==> config.mk <==
export PLATFORM = sky130hd
export DESIGN_NAME = fsc_device_flat
export DESIGN_NICKNAME = d
export VERILOG_FILES = /design/src/inc/fsc_pkg.sv /design/src/inc/fsc_if.sv /design/src/fsc_device.sv /design/src/flat_wrapper.sv
export VERILOG_INCLUDE_DIRS = /design/src /design/src/inc
export SDC_FILE = /design/constraint.sdc
export NUM_CORES = 1
export LEC_CHECK = 0
export BUFFER_PORTS_ARGS = -buffer_cell sky130_fd_sc_hd__buf_2
export CORE_AREA = 2 2 142 144
export DETAILED_ROUTE_END_ITERATION = 8
export DIE_AREA = 0 0 144 146
export SYNTH_ARGS = -nofsm -noshare
export SYNTH_HDL_FRONTEND = slang
export SYNTH_SLANG_ARGS = --single-unit
==> constraint.sdc <==
create_clock -name CLOCK_I -period 2.25 [get_ports CLOCK_I]
set_input_delay 0.1125 -clock CLOCK_I [delete_from_list [all_inputs] [get_ports CLOCK_I]]
set_output_delay 0.1125 -clock CLOCK_I [all_outputs]
set_load 0.02 [all_outputs]
==> src/inc/fsc_defines.svh <==
// timing counts and field layout shared by both ends of the flash link
// assumes: included by bare name after the package
`ifndef FSC_DEFINES_SVH
`define FSC_DEFINES_SVH
`define FSC_DW              16
`define FSC_MW              2
`define FSC_AW              12
`define FSC_CMD_TO_CMD      1
`define FSC_SUSPEND_ENTRY   1
`define FSC_SUSPEND_EXIT    1
`define FSC_MASK_TO_INPUT   0
`define FSC_MASK_TO_BLOCK   0
`define FSC_MASK_TO_HIZ     2
`define FSC_WRITE_TO_DATA   0
`define FSC_CFG_TO_ACT      2
`define FSC_PWRUP_US        100
`define FSC_CLK_MHZ         40
`define FSC_PWRUP_CYC       (`FSC_PWRUP_US * `FSC_CLK_MHZ)
`define FSC_LAT_LSB         4
`define FSC_LAT_MSB         6
`define FSC_CFG_RESET       12'h020
`define FSC_FIFO_DEPTH      8
`endif

==> src/inc/fsc_pkg.sv <==
// types shared by both ends of the flash link
// assumes: nothing
package fsc_pkg;
  // command code as {row strobe, column strobe, write strobe}, low active
  typedef enum logic [2:0] {
    FSC_CMD_CFG  = 3'h0,
    FSC_CMD_REF  = 3'h1,
    FSC_CMD_PRE  = 3'h2,
    FSC_CMD_ACT  = 3'h3,
    FSC_CMD_WR   = 3'h4,
    FSC_CMD_RD   = 3'h5,
    FSC_CMD_HALT = 3'h6,
    FSC_CMD_NOP  = 3'h7
  } fsc_cmd_t;
endpackage : fsc_pkg

==> src/inc/fsc_if.sv <==
// pin bundle between controller and flash device
// assumes: one shared clock; testbench resolves the data bus
`timescale 1ns/100ps
`default_nettype none
interface fsc_if;
  logic                   sel_b;
  logic                   clk_en;
  fsc_pkg::fsc_cmd_t      cmd;
  logic [11:0]            addr;
  logic [1:0]             mask;
  logic [15:0]            dq_ctl;
  logic                   dq_ctl_oe;
  logic [15:0]            dq_dev;
  logic [1:0]             dq_dev_oe;
  logic [15:0]            dq;
  modport dev (input sel_b, clk_en, cmd, addr, mask, dq,
               output dq_dev, dq_dev_oe);
  modport ctl (output sel_b, clk_en, cmd, addr, mask, dq_ctl, dq_ctl_oe,
               input dq);
endinterface : fsc_if
`default_nettype wire

==> src/fsc_device.sv <==
// flash device end: command decode, suspend, masks, halt, config load
// assumes: pins come from another chip, so they pass two flops first
// Functional notes
// - read or config write accepted back to back
// - clock enable low: suspend one cycle later
// - clock enable high: resume one cycle later
// - write mask applies with no delay
// - masked write byte is not stored
// - read mask floats byte two cycles later; the device floats it three cycles after the sampled mask
// - first write word taken with command
// - controller waits two cycles config to activate
// - after halt drive latency cycles, then float
// - stored config copied in at power-up
// - settings change only by config load
// - deselected cycle is nop, enable ignored
// - controller waits 100us after power-up
// - all latencies counted in whole clocks
`include "fsc_defines.svh"
`timescale 1ns/100ps
`default_nettype none
module fsc_device (
  input  wire logic               CLOCK_I,
  input  wire logic               RST_B_I,
  input  wire logic [11:0]        NV_CFG_I,
  fsc_if.dev                      link,
  output logic [11:0]             CFG_O,
  output logic                    SUSPENDED_O,
  output logic                    WR_VALID_O,
  output logic [15:0]             WR_DATA_O,
  output logic [11:0]             WR_ADDR_O
);
  // ----------------------------------------------------------------------
  // input synchronisers
  // ----------------------------------------------------------------------
  localparam int SW = 1 + 1 + 3 + 12 + 2 + 16;
  logic [SW-1:0] s1_r;
  logic [SW-1:0] s2_r;
  always_ff @(posedge CLOCK_I or negedge RST_B_I) begin
    if (!RST_B_I) begin
      s1_r <= {1'b1, 1'b1, 3'h7, {SW-5{1'b0}}};
      s2_r <= {1'b1, 1'b1, 3'h7, {SW-5{1'b0}}};
    end else begin
      s1_r <= {link.sel_b, link.clk_en, link.cmd, link.addr, link.mask,
               link.dq};
      s2_r <= s1_r;
    end
  end
  wire        sel_b   = s2_r[SW-1];
  wire        cke     = s2_r[SW-2];
  wire [2:0]  cmd_raw = s2_r[SW-3:SW-5];
  wire [11:0] addr    = s2_r[29:18];
  wire [1:0]  mask    = s2_r[17:16];
  wire [15:0] din     = s2_r[15:0];

  // ----------------------------------------------------------------------
  // suspend and decode
  // ----------------------------------------------------------------------
  logic        susp_r;
  logic        loaded_r;
  logic [11:0] cfg_r;
  logic [1:0]  lat_cnt_r;
  logic [1:0]  lat_cnt_nxt;
  logic        rd_act_r;
  logic [1:0]  rmask_d1_r;
  logic [1:0]  rmask_d2_r;
  logic [15:0] rd_word_r;
  logic [1:0]  oe_r;
  logic [1:0]  oe_nxt;

  // deselect overrides every pin but the mask, enable included
  wire live   = !sel_b && !susp_r;
  wire is_cfg = live && cmd_raw == 3'(fsc_pkg::FSC_CMD_CFG);
  wire is_wr  = live && cmd_raw == 3'(fsc_pkg::FSC_CMD_WR);
  wire is_rd  = live && cmd_raw == 3'(fsc_pkg::FSC_CMD_RD);
  wire is_hlt = live && cmd_raw == 3'(fsc_pkg::FSC_CMD_HALT);
  wire [1:0] lat = cfg_r[`FSC_LAT_MSB-1:`FSC_LAT_LSB];
  wire [1:0] lat_eff = (lat == 2'h0) ? 2'h1 : lat;

  // suspend state follows the sampled enable one edge later
  always_ff @(posedge CLOCK_I or negedge RST_B_I) begin
    if (!RST_B_I) begin
      susp_r <= 1'b0;
    end else if (!sel_b) begin
      // deselected edges freeze it: enable is ignored then
      susp_r <= !cke;
    end
  end

  // power-up copy of the stored config, caught after reset release
  always_ff @(posedge CLOCK_I or negedge RST_B_I) begin
    if (!RST_B_I) begin
      loaded_r <= 1'b0;
      cfg_r    <= `FSC_CFG_RESET;
    end else if (!loaded_r) begin
      loaded_r <= 1'b1;
      cfg_r    <= NV_CFG_I;
    end else if (is_cfg) begin
      cfg_r    <= addr;
    end
  end

  // ----------------------------------------------------------------------
  // write path: data and mask taken on the command edge
  // ----------------------------------------------------------------------
  wire [15:0] wr_keep = {{8{!mask[1]}}, {8{!mask[0]}}};
  always_ff @(posedge CLOCK_I or negedge RST_B_I) begin
    if (!RST_B_I) begin
      WR_VALID_O <= 1'b0;
      WR_DATA_O  <= 16'h0000;
      WR_ADDR_O  <= 12'h000;
    end else begin
      WR_VALID_O <= is_wr && (mask != 2'h3);
      WR_DATA_O  <= din & wr_keep;
      WR_ADDR_O  <= addr;
    end
  end

  // ----------------------------------------------------------------------
  // read path: burst until halt or write; a halt leaves latency cycles of tail
  // ----------------------------------------------------------------------
  always_comb begin
    lat_cnt_nxt = lat_cnt_r;
    if (is_rd) begin
      lat_cnt_nxt = 2'h0;
    end else if (is_hlt && rd_act_r) begin
      lat_cnt_nxt = lat_eff;
    end else if (!rd_act_r && lat_cnt_r != 2'h0) begin
      lat_cnt_nxt = lat_cnt_r - 2'h1;
    end
  end
  wire driving = rd_act_r || lat_cnt_r != 2'h0;
  always_comb begin
    oe_nxt = {2{driving}} & ~rmask_d2_r;
  end

  always_ff @(posedge CLOCK_I or negedge RST_B_I) begin
    if (!RST_B_I) begin
      rd_act_r   <= 1'b0;
      lat_cnt_r  <= 2'h0;
      rmask_d1_r <= 2'h0;
      rmask_d2_r <= 2'h0;
      rd_word_r  <= 16'h0000;
      oe_r       <= 2'h0;
    end else begin
      if (is_rd) begin
        rd_act_r <= 1'b1;
      end else if (is_hlt || is_wr) begin
        rd_act_r <= 1'b0;
      end
      lat_cnt_r  <= lat_cnt_nxt;
      rmask_d1_r <= mask;
      rmask_d2_r <= rmask_d1_r;
      if (is_rd) begin
        rd_word_r <= {4'h0, addr};
      end else if (rd_act_r && !susp_r) begin
        rd_word_r <= rd_word_r + 16'h0001;
      end
      oe_r <= oe_nxt;
    end
  end

  // ----------------------------------------------------------------------
  // outputs
  // ----------------------------------------------------------------------
  assign link.dq_dev    = rd_word_r;
  assign link.dq_dev_oe = oe_r;
  always_ff @(posedge CLOCK_I or negedge RST_B_I) begin
    if (!RST_B_I) begin
      CFG_O       <= `FSC_CFG_RESET;
      SUSPENDED_O <= 1'b0;
    end else begin
      CFG_O       <= cfg_r;
      SUSPENDED_O <= susp_r;
    end
  end
endmodule : fsc_device
`default_nettype wire

==> src/flat_wrapper.sv <==
// flat-port wrapper written by rule: the top's interface ports become plain ports
module fsc_device_flat 
  (CLOCK_I, RST_B_I, NV_CFG_I, CFG_O, SUSPENDED_O, WR_VALID_O, WR_DATA_O, WR_ADDR_O, link_sel_b, link_clk_en, link_cmd, link_addr, link_mask, link_dq, link_dq_dev, link_dq_dev_oe);
  fsc_if link_i ();
  input  wire logic CLOCK_I;
  input  wire logic RST_B_I;
  input  wire logic [11:0] NV_CFG_I;
  output logic [11:0] CFG_O;
  output logic SUSPENDED_O;
  output logic WR_VALID_O;
  output logic [15:0] WR_DATA_O;
  output logic [11:0] WR_ADDR_O;
  input wire logic [$bits(link_i.sel_b)-1:0] link_sel_b;
  input wire logic [$bits(link_i.clk_en)-1:0] link_clk_en;
  input wire logic [$bits(link_i.cmd)-1:0] link_cmd;
  input wire logic [$bits(link_i.addr)-1:0] link_addr;
  input wire logic [$bits(link_i.mask)-1:0] link_mask;
  input wire logic [$bits(link_i.dq)-1:0] link_dq;
  output wire logic [$bits(link_i.dq_dev)-1:0] link_dq_dev;
  output wire logic [$bits(link_i.dq_dev_oe)-1:0] link_dq_dev_oe;
  assign link_i.sel_b = link_sel_b;
  assign link_i.clk_en = link_clk_en;
  assign link_i.cmd = link_cmd;
  assign link_i.addr = link_addr;
  assign link_i.mask = link_mask;
  assign link_i.dq = link_dq;
  assign link_dq_dev = link_i.dq_dev;
  assign link_dq_dev_oe = link_i.dq_dev_oe;
  fsc_device u_core (.CLOCK_I(CLOCK_I), .RST_B_I(RST_B_I), .NV_CFG_I(NV_CFG_I), .link(link_i), .CFG_O(CFG_O), .SUSPENDED_O(SUSPENDED_O), .WR_VALID_O(WR_VALID_O), .WR_DATA_O(WR_DATA_O), .WR_ADDR_O(WR_ADDR_O));
endmodule
==> flow_metrics.py <==
metrics = {
    "synthesis": {
        "synth_nets": 366,
        "ys_types": 36,
        "synth_flop_cell": "dfrtp_1",
        "synth_seq_cells": 151,
        "syn_inst": 315,
        "synth_area_sq_um": 4800,
        "seq_area_frac_synth_pct": 79.0,
        "syn_avg_cell_area_sq_um": 15.2,
        "synth-edff-count": 0,
        "yosysWarnings": 0,
        "async_reset_ff_share_pct": 100,
    },
    "floorplanning": {
        "die_x_microns": 144,
        "die_area_sq_um": 21000,
        "start_util_pct": 24.8,
        "fp.dieH_microns": 146,
        "num_io_pins": 109,
        "coreArea_sq_um": 19300,
        "rows": 51,
    },
    "timing": {
        "fin_skew_ps": 6.64,
        "slew_violations": 0,
        "period_needed_ps": 1950,
        "timing.fmax_mhz": 513,
        "fin_tns_setup_ps": 0,
        "relSlewSlack_pct": 64.1,
        "rsz0062_at_grt": "false",
        "finalCritPeriodShare_pct": 86.7,
        "hold_viol": 0,
        "worst_slew_pin_slew_ps": 537,
        "setup_viol": 0,
    },
    "worst_setup_path": {
        "critPathRequiredTime_ps": 2600,
        "critPathKind": "register to register",
        "setup.worst_path.start": "u_core.susp_r",
        "crit_arrival_ps": 2300,
        "cp_max_fo": 9,
        "r2r_start": "u_core.susp_r",
        "cp-start-kind": "register",
        "end_kind": "register",
    },
    "clock_network": {
        "clock-sinks": 151,
        "cts_made_buffers": 17,
        "clock_latency_ps": 420,
        "cts_buffer_depth": 2,
        "cts_tree": "done",
        "cts.clk_slew.worst_paths_ps": 60,
        "clockRootBuffer": "clkbuf_16",
        "htreeDepth": 4,
        "cts_resized": 0,
    },
    "routing": {
        "postRouteAntennaNets": 0,
        "routed_via_density": 3.91,
        "drt_iter0_markers": 120,
        "drt_wl_total_mm": 10.4,
        "vias": 2989,
        "dr.pass1.iters": 4,
        "wl_per_cell_microns": 13.6,
        "drcViolationCount": 0,
    },
    "job": {
        "drv_cap": 0,
    },
    "status": {
        "status": "complete, no violations",
    },
    "place": {
        "dpl.hpwl_mm": 7.31,
        "dp_cells": 685,
        "numPortBuffers": 108,
        "place.gp.congestion": 0.783,
    },
    "layout": {
        "nNetsFinal": 538,
        "drive_gt1_share_pct": 32.4,
        "final-seq-area_sq_um": 3790,
        "final_util_pct": 35.2,
        "synthToLayoutAreaGrowth_pct": 42.0,
        "fin_cells": 765,
        "multi_input_area_sq_um": 952,
        "diodes": 0,
        "fill_cells": 1874,
    },
    "worst_hold_path": {
        "hold_path.class": "input pin to asynchronous set/reset pin",
    },
    "global_routing": {
        "grt_max_degree": 63,
        "first_global_vias": 3189,
        "grt_use_total_pct": 10.6,
        "grt_overflow": 0,
        "antenna_found_initial": 0,
        "grt_first_pass_wirelength_mm": 16.6,
    },
    "power": {
        "power_leakage_nw": 3.13,
        "p_per_area_nw_per_um2": 1030,
        "vdd_drop_max_mv": 0.495,
    },
}
sequential cells by signal, summed over array words and instances, names as in the netlist:
name	cells
u_core.CFG_O	12
u_core.SUSPENDED_O	1
u_core.WR_ADDR_O	12
u_core.WR_DATA_O	16
u_core.WR_VALID_O	1
u_core.cfg_r	12
u_core.lat_cnt_r	2
u_core.link.dq_dev	16
u_core.link.dq_dev_oe	2
u_core.loaded_r	1
u_core.rd_act_r	1
u_core.rmask_d1_r	2
u_core.rmask_d2_r	2
u_core.s1_r	35
u_core.s2_r	35
u_core.susp_r	1
cell type report:
cell class / count / area share, %
Clock buffer: 17 / 6.24
Clock inverter: 15 / 3.12
Inverter: 6 / 0.330
Multi-Input combinational cell: 150 / 14.0
Sequential cell: 151 / 55.7
Tap cell: 265 / 4.87
Timing Repair Buffer: 161 / 15.8
cell families (layout without fill, tap and decap cells):
logic type | after synthesis | after routing | share of synthesized area (%)
other | 1 | 1 | 0.0781
buffers and inverters | 14 | 199 | 1.12
AOI/OAI and AO/OA | 36 | 36 | 4.20
xor gates and xnor gates | 13 | 13 | 2.37
DFF | 151 | 151 | 79.0
and+or+nand+nor | 84 | 84 | 9.75
adders and majority gates | 2 | 2 | 0.521
muxes | 14 | 14 | 2.92
cell usage after synthesis, drive strengths merged, types with 4 or more instances:
cell type	number	area share (%)
nor4	4	0.52
inv	6	0.47
dfrtp	139	72
nand2	20	1.6
o21ai	13	1.4
nor2b	18	2.3
a21oi	16	1.7
xnor2	10	1.8
mux2i	14	2.9
nand3	4	0.63
clkbuf	7	0.55
dfstp	12	6.6
nor2	17	1.3
nand4	4	0.52
critical path, cell delays in order, from the launching register on:
cell,delay [ps]
dfrtp_1,470
nand4b_2,370
or4_1,490
or3_2,420
a21oi_1,140
path summary, 6_finish.rpt:
kind / slack [ps] / cells past startpoint / end
max: 300 / 4 / u_core.link.dq_dev[13]
min: 230 / 2 / u_core.s2_r[5]
max reg2reg: 300 / 4 / u_core.link.dq_dev[13]
min reg2reg: 350 / 0 / u_core.s2_r[15]
max in group asynchronous: 1220 / 3 / u_core.s2_r[24]
min in group CLOCK_I: 330 / 2 / u_core.s1_r[21]
stage by stage:
step	setup WS (ps)	hold WS [ps]	cell area, sq um	power (W)
floorplan	420	-183	4800	0.00366
global placement	377	101	5700	0.00402
detailed placement	342	118	5700	0.00407
CTS	329	234	6820	0.00717
global route	187	271	6820	0.00740
finish	300	232	6820	0.00705
power by group:
part           internal, W  switching [W]
combinational     0.000357       0.000512
clock              0.00179        0.00119
sequential         0.00298       0.000220
total              0.00513        0.00192
metal layers:
| layer | part of all wire, % | up-vias | track usage [%] |
|---|---|---|---|
| li1 | - | 1398 | - |
| met1 | 42 | 1494 | 12.7 |
| met2 | 51 | 76 | 16.9 |
| met3 | 4.7 | 21 | 3.42 |
| met4 | 3.0 | 0 | 5.59 |
| met5 | 0 | - | 0 |
placed cells by master (no fill, tap or decap), types with 2 or more instances in the layout:
cell type      count
nor3_1             3
nor4_1             4
o31ai_1            2
inv_8              2
clkinv_4           2
a211oi_1           2
o21ai_0           13
buf_2            107
nor2b_1           18
or3_1              2
inv_1              6
mux2i_1           14
xnor2_1           10
ha_1               2
dfrtp_1          139
clkbuf_16         17
dlygate4sd3_1     48
buf_4              4
nand3_2            2
nand2_1           20
or4_1              3
nand3_1            2
dfstp_2           12
nand4_1            4
clkinvlp_4         2
a21oi_1           16
clkinv_8           2
bufinv_16          3
nor2_1            17
inv_6              4
xor2_1             3
timing repair:
action	4_1_cts	5_1_grt
hold buffers	48	0
setup buffers	0	0
hold endpoints to repair	103	0
Note: power is estimated with default switching activity, not from simulation.
